===== config.mk =====
export PLATFORM = sky130hd
export DESIGN_NAME = frzid_regs
export DESIGN_NICKNAME = d
export VERILOG_FILES = /design/src/frzid_pkg.sv /design/src/freeze_flags.sv /design/src/axi_regport.sv /design/src/frzid_regs.sv
export SDC_FILE = /design/constraint.sdc
export NUM_CORES = 1
export LEC_CHECK = 0
export BUFFER_PORTS_ARGS = -buffer_cell sky130_fd_sc_hd__buf_2
export CORE_MARGIN = 4
export CORE_UTILIZATION = 42
export CTS_CLUSTER_DIAMETER = 60
export DETAILED_ROUTE_END_ITERATION = 7
export PLACE_DENSITY = 0.74
export SYNTH_ARGS = -nofsm -noshare
export SYNTH_HDL_FRONTEND = slang
export SYNTH_SLANG_ARGS = --single-unit

===== constraint.sdc =====
create_clock -name CORE_CLK -period 3.87 [get_ports CORE_CLK]
set_input_delay 0.774 -clock CORE_CLK [delete_from_list [all_inputs] [get_ports CORE_CLK]]
set_output_delay 0.774 -clock CORE_CLK [all_outputs]
set_load 0.02 [all_outputs]

===== src/frzid_pkg.sv =====
/*
  constants and state types shared by the freeze and identification register block.
  assumes a single system clock and an asynchronous active-low reset.
*/
`default_nettype none

package frzid_pkg;
  // printed register offsets; low 16 bits are the word index on the bus
  localparam logic [31:0] OFS_CHAR_FIRST = 32'h5000_3200;
  localparam logic [31:0] OFS_CHAR_SECOND = 32'h5000_3201;
  localparam logic [31:0] OFS_CHAR_THIRD = 32'h5000_3202;
  localparam logic [31:0] OFS_COMPAT = 32'h5000_3203;
  localparam logic [31:0] OFS_REVISION = 32'h5000_3204;
  localparam logic [31:0] OFS_FRZ_SET = 32'h5000_3300;
  localparam logic [31:0] OFS_FRZ_CLR = 32'h5000_3302;
  localparam logic [31:0] OFS_DBG_CTRL = 32'h5000_3304;
  // bus geometry: byte address bits [17:2] carry the word index
  localparam int ADDR_W = 18;
  localparam int IDX_LSB = 2;
  localparam int IDX_W = 16;
  localparam int DATA_W = 32;
  // field widths
  localparam int UNITS = 8;
  localparam int CHAR_W = 8;
  localparam int COMPAT_W = 4;
  // freeze bit positions
  localparam int BIT_TIMER_TWO = 7;
  localparam int BIT_TIMER_ONE = 6;
  localparam int BIT_DMA = 5;
  localparam int BIT_USB = 4;
  localparam int BIT_WATCHDOG = 3;
  localparam int BIT_RADIO_CLK = 2;
  localparam int BIT_TIMER_ZERO = 1;
  localparam int BIT_WAKEUP = 0;
  localparam int BIT_DBG_EN = 0;
  // reset values
  localparam logic [7:0] FLAGS_RST = 8'h00;
  localparam logic DBG_EN_RST = 1'b1;
  // only the watchdog position, used to force its freeze
  localparam logic [7:0] WDOG_MASK = 8'h08;
  // bus responses
  localparam logic [1:0] RESP_OKAY = 2'b00;
  localparam logic [1:0] RESP_SLVERR = 2'b10;

  // bus slave state
  typedef struct packed {
    logic awready;
    logic wready;
    logic aw_full;
    logic w_full;
    logic bvalid;
    logic [1:0] bresp;
    logic arready;
    logic rvalid;
    logic [1:0] rresp;
    logic [31:0] rdata;
    logic [15:0] idx;
    logic [15:0] data;
    logic [1:0] strb;
  } axi_st_type;

  localparam axi_st_type AXI_ST_RST = '{awready: 1'b1, wready: 1'b1, arready: 1'b1,
                                        default: '0};

  // top-level state
  typedef struct packed {
    logic [7:0] freeze;
    logic dbg_en;
  } top_st_type;
endpackage : frzid_pkg

`default_nettype wire


===== src/freeze_flags.sv =====
/*
  sticky freeze flags, one per unit, set and cleared by per-unit bit vectors.
  assumes set and clear vectors are single-cycle and already byte-lane gated.
*/
`default_nettype none

module freeze_flags (
  input wire logic clk, // system clock
  input wire logic rst_n, // async reset, active low
  input wire logic [7:0] set_vec, // ones freeze
  input wire logic [7:0] clr_vec, // ones resume
  input wire logic wdog_lock, // watchdog reset-only mode
  output logic [7:0] flags // sticky flags
);
  logic [7:0] flags_ff; // flag storage
  logic [7:0] nxt_flags; // next flags
  logic [7:0] set_eff; // set after watchdog gating

  // watchdog set ignored while locked, clear beats set
  always_comb begin
    set_eff = set_vec;
    set_eff[frzid_pkg::BIT_WATCHDOG] = set_vec[frzid_pkg::BIT_WATCHDOG] & ~wdog_lock;
    nxt_flags = (flags_ff | set_eff) & ~clr_vec;
  end

  // register flags; cleared to running at reset
  always_ff @(posedge clk or negedge rst_n) begin
    if (!rst_n) begin
      flags_ff <= frzid_pkg::FLAGS_RST;
    end else begin
      flags_ff <= nxt_flags;
    end
  end

  assign flags = flags_ff;
endmodule : freeze_flags

`default_nettype wire


===== src/axi_regport.sv =====
/*
  axi4-lite slave: up to two writes and one read in flight, word-indexed registers.
  assumes the register file answers reads and write errors combinationally.
*/
`default_nettype none

module axi_regport (
  input wire logic clk, // system clock
  input wire logic rst_n, // async reset, active low
  input wire logic [17:0] awaddr, // write address
  input wire logic awvalid, // write address valid
  output logic awready, // write address ready
  input wire logic [31:0] wdata, // write data
  input wire logic [3:0] wstrb, // byte strobes
  input wire logic wvalid, // write data valid
  output logic wready, // write data ready
  output logic [1:0] bresp, // write response
  output logic bvalid, // response valid
  input wire logic bready, // response ready
  input wire logic [17:0] araddr, // read address
  input wire logic arvalid, // read address valid
  output logic arready, // read address ready
  output logic [31:0] rdata, // read data
  output logic [1:0] rresp, // read response
  output logic rvalid, // read valid
  input wire logic rready, // read ready
  output logic wr_req, // write performed this cycle
  output logic [15:0] wr_idx, // write word index
  output logic [15:0] wr_data, // write data low half
  output logic [1:0] wr_strb, // low strobes
  input wire logic wr_err, // write to unmapped word
  output logic rd_fire, // read taken this cycle
  output logic [15:0] rd_idx, // read word index
  input wire logic [31:0] rd_data, // read word
  input wire logic rd_err // read of unmapped word
);
  frzid_pkg::axi_st_type st_ff; // registered state
  frzid_pkg::axi_st_type nxt_st; // next state

  assign wr_req = st_ff.aw_full & st_ff.w_full & ~st_ff.bvalid;
  assign rd_idx = araddr[17:2];
  assign rd_fire = arvalid & st_ff.arready;

  // handshake bookkeeping for both channels
  always_comb begin
    nxt_st = st_ff;
    if (awvalid && st_ff.awready) begin
      nxt_st.aw_full = 1'b1;
      nxt_st.idx = awaddr[17:2];
    end
    if (wvalid && st_ff.wready) begin
      nxt_st.w_full = 1'b1;
      nxt_st.data = wdata[15:0];
      nxt_st.strb = wstrb[1:0];
    end
    if (wr_req) begin
      nxt_st.aw_full = 1'b0;
      nxt_st.w_full = 1'b0;
      nxt_st.bvalid = 1'b1;
      nxt_st.bresp = wr_err ? frzid_pkg::RESP_SLVERR : frzid_pkg::RESP_OKAY;
    end
    if (st_ff.bvalid && bready) begin
      nxt_st.bvalid = 1'b0;
    end
    nxt_st.awready = ~nxt_st.aw_full;
    nxt_st.wready = ~nxt_st.w_full;
    // read: answer is captured at the address handshake
    if (rd_fire) begin
      nxt_st.rvalid = 1'b1;
      nxt_st.arready = 1'b0;
      nxt_st.rdata = rd_data;
      nxt_st.rresp = rd_err ? frzid_pkg::RESP_SLVERR : frzid_pkg::RESP_OKAY;
    end
    if (st_ff.rvalid && rready) begin
      nxt_st.rvalid = 1'b0;
      nxt_st.arready = 1'b1;
    end
  end

  // state register
  always_ff @(posedge clk or negedge rst_n) begin
    if (!rst_n) begin
      st_ff <= frzid_pkg::AXI_ST_RST;
    end else begin
      st_ff <= nxt_st;
    end
  end

  assign awready = st_ff.awready;
  assign wready = st_ff.wready;
  assign bvalid = st_ff.bvalid;
  assign bresp = st_ff.bresp;
  assign arready = st_ff.arready;
  assign rvalid = st_ff.rvalid;
  assign rdata = st_ff.rdata;
  assign rresp = st_ff.rresp;
  assign wr_idx = st_ff.idx;
  assign wr_data = st_ff.data;
  assign wr_strb = st_ff.strb;
endmodule : axi_regport

`default_nettype wire


===== src/frzid_regs.sv =====
/*
  identification registers and timer freeze controller behind an axi4-lite slave.
  assumes a synchronous debug-halt level from the processor and the
  watchdog reset-only mode level from the watchdog block.
*/
// The AXI4-Lite interface to the registers was left to the implementer.
`default_nettype none

// Behaviour
// - set-register ones freeze units, zeros ignored
// - bit7 timer2 down to bit0 wakeup
// - clear-register ones resume units, zeros ignored
// - watchdog freeze honoured only outside reset-only mode
// - debug enable resets one, halt freezes all
// - enable low: halt freezes others by flags
// - watchdog always frozen during debug halt
// - debug enable kept across sleep wake-up
// - three ascii device type characters, consecutive
// - four-bit compat code, upper nibble reserved
// - revision register returns uppercase ascii letter
// - sixteen-bit freeze/debug registers, reserved read zero
// - reset-only mode blocks software watchdog freeze
module frzid_regs #(
  parameter logic [7:0] ID_CHAR_FIRST = 8'h58, // arbitrary value
  parameter logic [7:0] ID_CHAR_SECOND = 8'h59, // arbitrary value
  parameter logic [7:0] ID_CHAR_THIRD = 8'h5a, // arbitrary value
  parameter logic [3:0] ID_COMPAT = 4'h3, // arbitrary value
  parameter logic [7:0] ID_REVISION = 8'h43 // arbitrary value
) (
  input wire logic CORE_CLK, // system clock, 100 mhz
  input wire logic RST_N, // async reset, active low
  input wire logic [17:0] AWADDR, // write byte address
  input wire logic AWVALID, // write address valid
  output logic AWREADY, // write address ready
  input wire logic [31:0] WDATA, // write data
  input wire logic [3:0] WSTRB, // write byte strobes
  input wire logic WVALID, // write data valid
  output logic WREADY, // write data ready
  output logic [1:0] BRESP, // write response code
  output logic BVALID, // write response valid
  input wire logic BREADY, // write response ready
  input wire logic [17:0] ARADDR, // read byte address
  input wire logic ARVALID, // read address valid
  output logic ARREADY, // read address ready
  output logic [31:0] RDATA, // read data
  output logic [1:0] RRESP, // read response code
  output logic RVALID, // read valid
  input wire logic RREADY, // read ready
  input wire logic CPU_DEBUG_HALT, // processor halted in debug
  input wire logic WDOG_RST_ONLY, // watchdog reset-only mode
  output logic [7:0] FREEZE_OUT, // per-unit freeze, 1 = frozen
  output logic DEBUG_FREEZE_EN // debug halt freeze enable
);
  // register-side view of the slave
  logic wr_req; // write performed this cycle
  logic [15:0] wr_idx; // write word index
  logic [15:0] wr_data; // write data low half
  logic [1:0] wr_strb; // low byte strobes
  logic wr_err; // write hits no register
  logic rd_fire; // read taken this cycle
  logic [15:0] rd_idx; // read word index
  logic [31:0] rd_data; // read word
  logic rd_err; // read hits no register
  // freeze flag interface
  logic [7:0] set_vec; // freeze request vector
  logic [7:0] clr_vec; // resume request vector
  logic [7:0] flags; // sticky software freeze flags
  // top state
  frzid_pkg::top_st_type st_ff; // registered outputs
  frzid_pkg::top_st_type nxt_st; // next outputs
  logic [7:0] wdog_keep; // masks the watchdog flag out of the outputs while locked

  // true when a word index names one of our registers
  function automatic logic is_mapped(input logic [15:0] idx);
    is_mapped = (idx == frzid_pkg::OFS_CHAR_FIRST[15:0]) ||
                (idx == frzid_pkg::OFS_CHAR_SECOND[15:0]) ||
                (idx == frzid_pkg::OFS_CHAR_THIRD[15:0]) ||
                (idx == frzid_pkg::OFS_COMPAT[15:0]) ||
                (idx == frzid_pkg::OFS_REVISION[15:0]) ||
                (idx == frzid_pkg::OFS_FRZ_SET[15:0]) ||
                (idx == frzid_pkg::OFS_FRZ_CLR[15:0]) ||
                (idx == frzid_pkg::OFS_DBG_CTRL[15:0]);
  endfunction : is_mapped

  // true for a write-side hit on one register with byte lane 0 enabled
  function automatic logic lane_hit(input logic req, input logic [1:0] strb,
                                    input logic [15:0] idx, input logic [31:0] ofs);
    lane_hit = req && strb[0] && (idx == ofs[15:0]);
  endfunction : lane_hit

  // axi4-lite slave
  axi_regport u_port (
    .clk(CORE_CLK),
    .rst_n(RST_N),
    .awaddr(AWADDR),
    .awvalid(AWVALID),
    .awready(AWREADY),
    .wdata(WDATA),
    .wstrb(WSTRB),
    .wvalid(WVALID),
    .wready(WREADY),
    .bresp(BRESP),
    .bvalid(BVALID),
    .bready(BREADY),
    .araddr(ARADDR),
    .arvalid(ARVALID),
    .arready(ARREADY),
    .rdata(RDATA),
    .rresp(RRESP),
    .rvalid(RVALID),
    .rready(RREADY),
    .wr_req(wr_req),
    .wr_idx(wr_idx),
    .wr_data(wr_data),
    .wr_strb(wr_strb),
    .wr_err(wr_err),
    .rd_fire(rd_fire),
    .rd_idx(rd_idx),
    .rd_data(rd_data),
    .rd_err(rd_err)
  );

  // sticky freeze flags
  freeze_flags u_flags (
    .clk(CORE_CLK),
    .rst_n(RST_N),
    .set_vec(set_vec),
    .clr_vec(clr_vec),
    .wdog_lock(WDOG_RST_ONLY),
    .flags(flags)
  );

  // write decode: set and clear registers act only on written ones
  always_comb begin
    set_vec = '0;
    clr_vec = '0;
    if (lane_hit(wr_req, wr_strb, wr_idx, frzid_pkg::OFS_FRZ_SET)) begin
      set_vec = wr_data[7:0];
    end else if (lane_hit(wr_req, wr_strb, wr_idx, frzid_pkg::OFS_FRZ_CLR)) begin
      clr_vec = wr_data[7:0];
    end
    // unmapped words answer with an error, read-only words ignore writes
    wr_err = !is_mapped(wr_idx);
  end

  // read decode: narrow registers sit in the low bits, the rest reads zero
  always_comb begin
    rd_data = '0;
    rd_err = 1'b0;
    if (rd_idx == frzid_pkg::OFS_CHAR_FIRST[15:0]) begin
      rd_data[7:0] = ID_CHAR_FIRST;
    end else if (rd_idx == frzid_pkg::OFS_CHAR_SECOND[15:0]) begin
      rd_data[7:0] = ID_CHAR_SECOND;
    end else if (rd_idx == frzid_pkg::OFS_CHAR_THIRD[15:0]) begin
      rd_data[7:0] = ID_CHAR_THIRD;
    end else if (rd_idx == frzid_pkg::OFS_COMPAT[15:0]) begin
      rd_data[3:0] = ID_COMPAT;
    end else if (rd_idx == frzid_pkg::OFS_REVISION[15:0]) begin
      rd_data[7:0] = ID_REVISION;
    end else if (rd_idx == frzid_pkg::OFS_FRZ_SET[15:0]) begin
      rd_data[7:0] = flags;
    end else if (rd_idx == frzid_pkg::OFS_FRZ_CLR[15:0]) begin
      rd_data[7:0] = flags;
    end else if (rd_idx == frzid_pkg::OFS_DBG_CTRL[15:0]) begin
      rd_data[frzid_pkg::BIT_DBG_EN] = st_ff.dbg_en;
    end else begin
      rd_err = 1'b1; // unmapped word
    end
  end

  // freeze outputs and debug enable
  always_comb begin
    nxt_st = st_ff;
    // debug enable changes only by a bus write
    if (lane_hit(wr_req, wr_strb, wr_idx, frzid_pkg::OFS_DBG_CTRL)) begin
      nxt_st.dbg_en = wr_data[frzid_pkg::BIT_DBG_EN];
    end
    // locked watchdog ignores its software flag
    wdog_keep = ~(WDOG_RST_ONLY ? frzid_pkg::WDOG_MASK : 8'h00);
    nxt_st.freeze = flags & wdog_keep;
    if (CPU_DEBUG_HALT) begin
      if (st_ff.dbg_en) begin
        nxt_st.freeze = '1;
      end else begin
        nxt_st.freeze = (flags & wdog_keep) | frzid_pkg::WDOG_MASK;
      end
    end
  end

  // state register; only the system reset reloads the debug enable, so a
  // retained domain keeps it across sleep
  always_ff @(posedge CORE_CLK or negedge RST_N) begin
    if (!RST_N) begin
      st_ff.freeze <= frzid_pkg::FLAGS_RST;
      st_ff.dbg_en <= frzid_pkg::DBG_EN_RST;
    end else begin
      st_ff <= nxt_st;
    end
  end

  assign FREEZE_OUT = st_ff.freeze;
  assign DEBUG_FREEZE_EN = st_ff.dbg_en;
endmodule : frzid_regs

`default_nettype wire


==> run summary <==
• buf_2 — ordered list of cells on the worst path
• 0 — total of endpoints with negative setup slack in the final report
• 73 — number of port buffers
• flip-flop to output port — type of the worst setup path
• 379 — count of nets after finishing
• 3.84 mm — dpl hpwl
• 0.430 — Initial Utilization
• 0.356 mV — worst IR drop on VDD
• 729 µm — Detail Route met3 WL
• 0.421 — worst-case headroom to the max-slew limit
• 0 ns — sum of negative setup slack
• 0 — Hold-fix buffers, CTS
• 0.507 — top cell type's share of synthesized area
• built — CTS tree
• 0 — number of resized instances in the post-cts repair step
• dfrtp_1 — most frequent cell after synthesis
• 3 — count of H-tree levels built during CTS
• 0 — Antenna diodes
• 0 — count of endpoints failing hold in the final timing report
• 3.10 ns — required time at the worst-slack endpoint
• 0.759 — final weighted congestion in routability-driven placement
• 1 — number of buffers and inverters on the critical path
• 16.5% — relative area change from synthesis to final layout
• 540 MHz — maximum clock rate
• 0.00165 µW — static leakage power
• 0.546 — register area share after synthesis
• 0.139 — Tot GR Track Use
• 1.96 mm — Met1 Routed Length
• 0 — antenna violations before repair
• 586 nW/µm² — power per unit of standard cell area
• 8.05 mm — wire length of the first global-routing pass
• 1,813 — vias after detailed routing
• 4.77 — Via-to-Cell Ratio
• dfrtp_1, mux2_2, buf_4, dfstp_2, mux2i_1 — leading post-synthesis cells by cell area
• 1,764 — number of global-route vias before repair
• 54 — violation count after the first detailed-routing iteration
• 2710 µm² — Netlist Area Pre-Place
• DEBUG_FREEZE_EN — reg-to-reg endpoint
• 11.7 µm² — synthesized area divided by synthesized cell count
• 131 — I/O pin count
• 0.478 — final worst path period share
• 4 — number of cells on the worst reg-to-reg path
• 0 — Overflow after GRT
• clkbuf_8 — Clock Tree Root
• u_flags.flags[1] — startpoint of the lowest-slack hold path
• 0 — final count of pins violating max slew
• 0 — number of enable flip-flop cells after synthesis
• 0 — number of routed nets with antenna violations
• dfrtp_1, buf_4, mux2_2, nand2_1, inv_1 — top cells by instance count after synthesis
• 9 — number of clock buffers inserted by TritonCTS
• flip-flop — nature of the critical path startpoint
• 2.21 ns — worst setup slack for register-to-register paths
• 0 — YS warnings
• 1.08 ns — arrival time at the worst endpoint
• output port — nature of the critical path endpoint
• 59 — clk sinks
• 88.4 µm — die height
• 29 — # rows
• dfstp_2 — cell with the largest stage delay on the worst path
• 0.868 ns — actual transition at the worst max-transition pin
• 4 — maximum fanout count along the critical path
• 0 — number of max-cap violations
• 38 — number of different library cells in the post-synthesis netlist
• dfrtp_1 — commonest register cell after synthesis
• 1.00 — Async S/R FF share, synth
• 1850 µW — Total Power
• 4 — Pre-Repair DR Iteration Count
• finished clean — outcome
• flip-flops — cell family with most CP delay
• 0.406 — layout cell share with drive strength beyond 1
• 4.97 mm — Final Routed Wirelength
• 1.85 ns — crit path time final
• dfrtp_1 — cell type with the highest aggregate area in the netlist
• 6310 µm² — Core ar.
• u_port.wr_idx[15] — Crit Reg-Reg Startpoint
• 0 — DRC violations left
• 2.22 mm — met2 wire length
• FREEZE_OUT[1] — Worst Hold End
• 0 — setup fix buffers added after clock tree synthesis
• 0.501 — share of the core filled with cells in the final layout
• 59 — flops & latches, synth
• 2 — Worst Hold Depth
• 0.00950 ns — final worst clock skew
• met4 — top layer reached by signal wires
• flip-flop to flip-flop — path category of the worst min-delay check
• 0.06 ns — Clock transition at path regs
• 0.57 ns — Worst path max stage delay
• 232 — Mapped Cells
• 88.4 µm — width of the die
• 42 — pin count of the biggest net entering global routing
• 2 — Bufs on Longest Clock Path
• no — RSZ-0062 raised after global routing
• 13.1 µm — average wire per standard cell
• 0.34 ns — Skew-Pair Late Insertion Delay
• 7810 µm² — Total Die Area
==> report_power, final <==
group,internal (µW),switching (µW)
Sequential,794,120
Combinational,206,198
Clock,313,222
Total,1310,540
==> registers in the layout, indices dropped and copies added, names as in the netlist, 2 cells and up <==
name	flops
FREEZE_OUT	8
u_port.wr_data	8
u_flags.flags	8
u_port.wr_idx	16
u_port.st_ff	2
u_port.rdata	8
==> layer usage <==
metal	global-route usage	vias to the layer above
li1	-	872
met1	0.160	842
met2	0.213	91
met5	0	-
met4	0.0412	0
met3	0.0912	8
==> through the flow <==
stage	cell area, µm²	hold slack, ns	cells	setup slack [ns]
after floorplan	2810	0.423	257	2.18
after global placement	2970	0.440	364	1.94
after detailed placement	2970	0.454	364	1.92
after CTS	3160	0.462	380	2.01
after global routing	3160	0.492	380	1.96
final	3160	0.462	380	2.02
==> cells by family (layout without fill, tap and decap cells) <==
kind of cell / after synthesis / after routing / share of synthesized area
flip-flops: 59 / 59 / 0.546
buffers and inverters: 58 / 104 / 0.131
AND/OR/NAND/NOR: 47 / 47 / 0.105
AO/OA/AOI/OAI: 34 / 34 / 0.0825
multiplexers: 33 / 33 / 0.134
other: 1 / 26 / 0.00138
==> how the worst max path moves through the flow <==
stage                          from         endpoint  cells after the start
finish              DEBUG_FREEZE_EN  DEBUG_FREEZE_EN                      1
global route        DEBUG_FREEZE_EN  DEBUG_FREEZE_EN                      1
detailed placement        ARADDR[5]  u_port.rresp[1]                      5
global placement          ARADDR[8]  u_port.rresp[1]                      5
floorplan                 ARADDR[7]  u_port.rdata[1]                      3
CTS                 DEBUG_FREEZE_EN  DEBUG_FREEZE_EN                      1
==> cell type report <==
class	count	area (µm²)
clock buffer	13	149
clock inverter	3	40.0
fill	604	3150
inverter	14	52.6
multi-input combinational	140	970
sequential	59	1480
tap	77	96.3
timing repair buffer	74	373
==> cell usage in the layout, fill, tap and decap left out, types with 3 or more instances in the layout <==
cell      synthesis  final
o21ai_0          12     12
inv_1            14     14
buf_2             3     73
a22o_1            5      5
a31oi_1           4      4
nand3_1           7      7
mux2i_1           7      7
mux2_2           26     26
conb_1            1     26
nor3_1            4      4
nand2_1          17     17
dfrtp_1          55     55
clkbuf_8          0     10
clkbuf_1          5      3
dfstp_2           4      4
a21oi_1           3      3
a21o_1            3      3
Note: power is estimated with default switching activity, not from simulation.
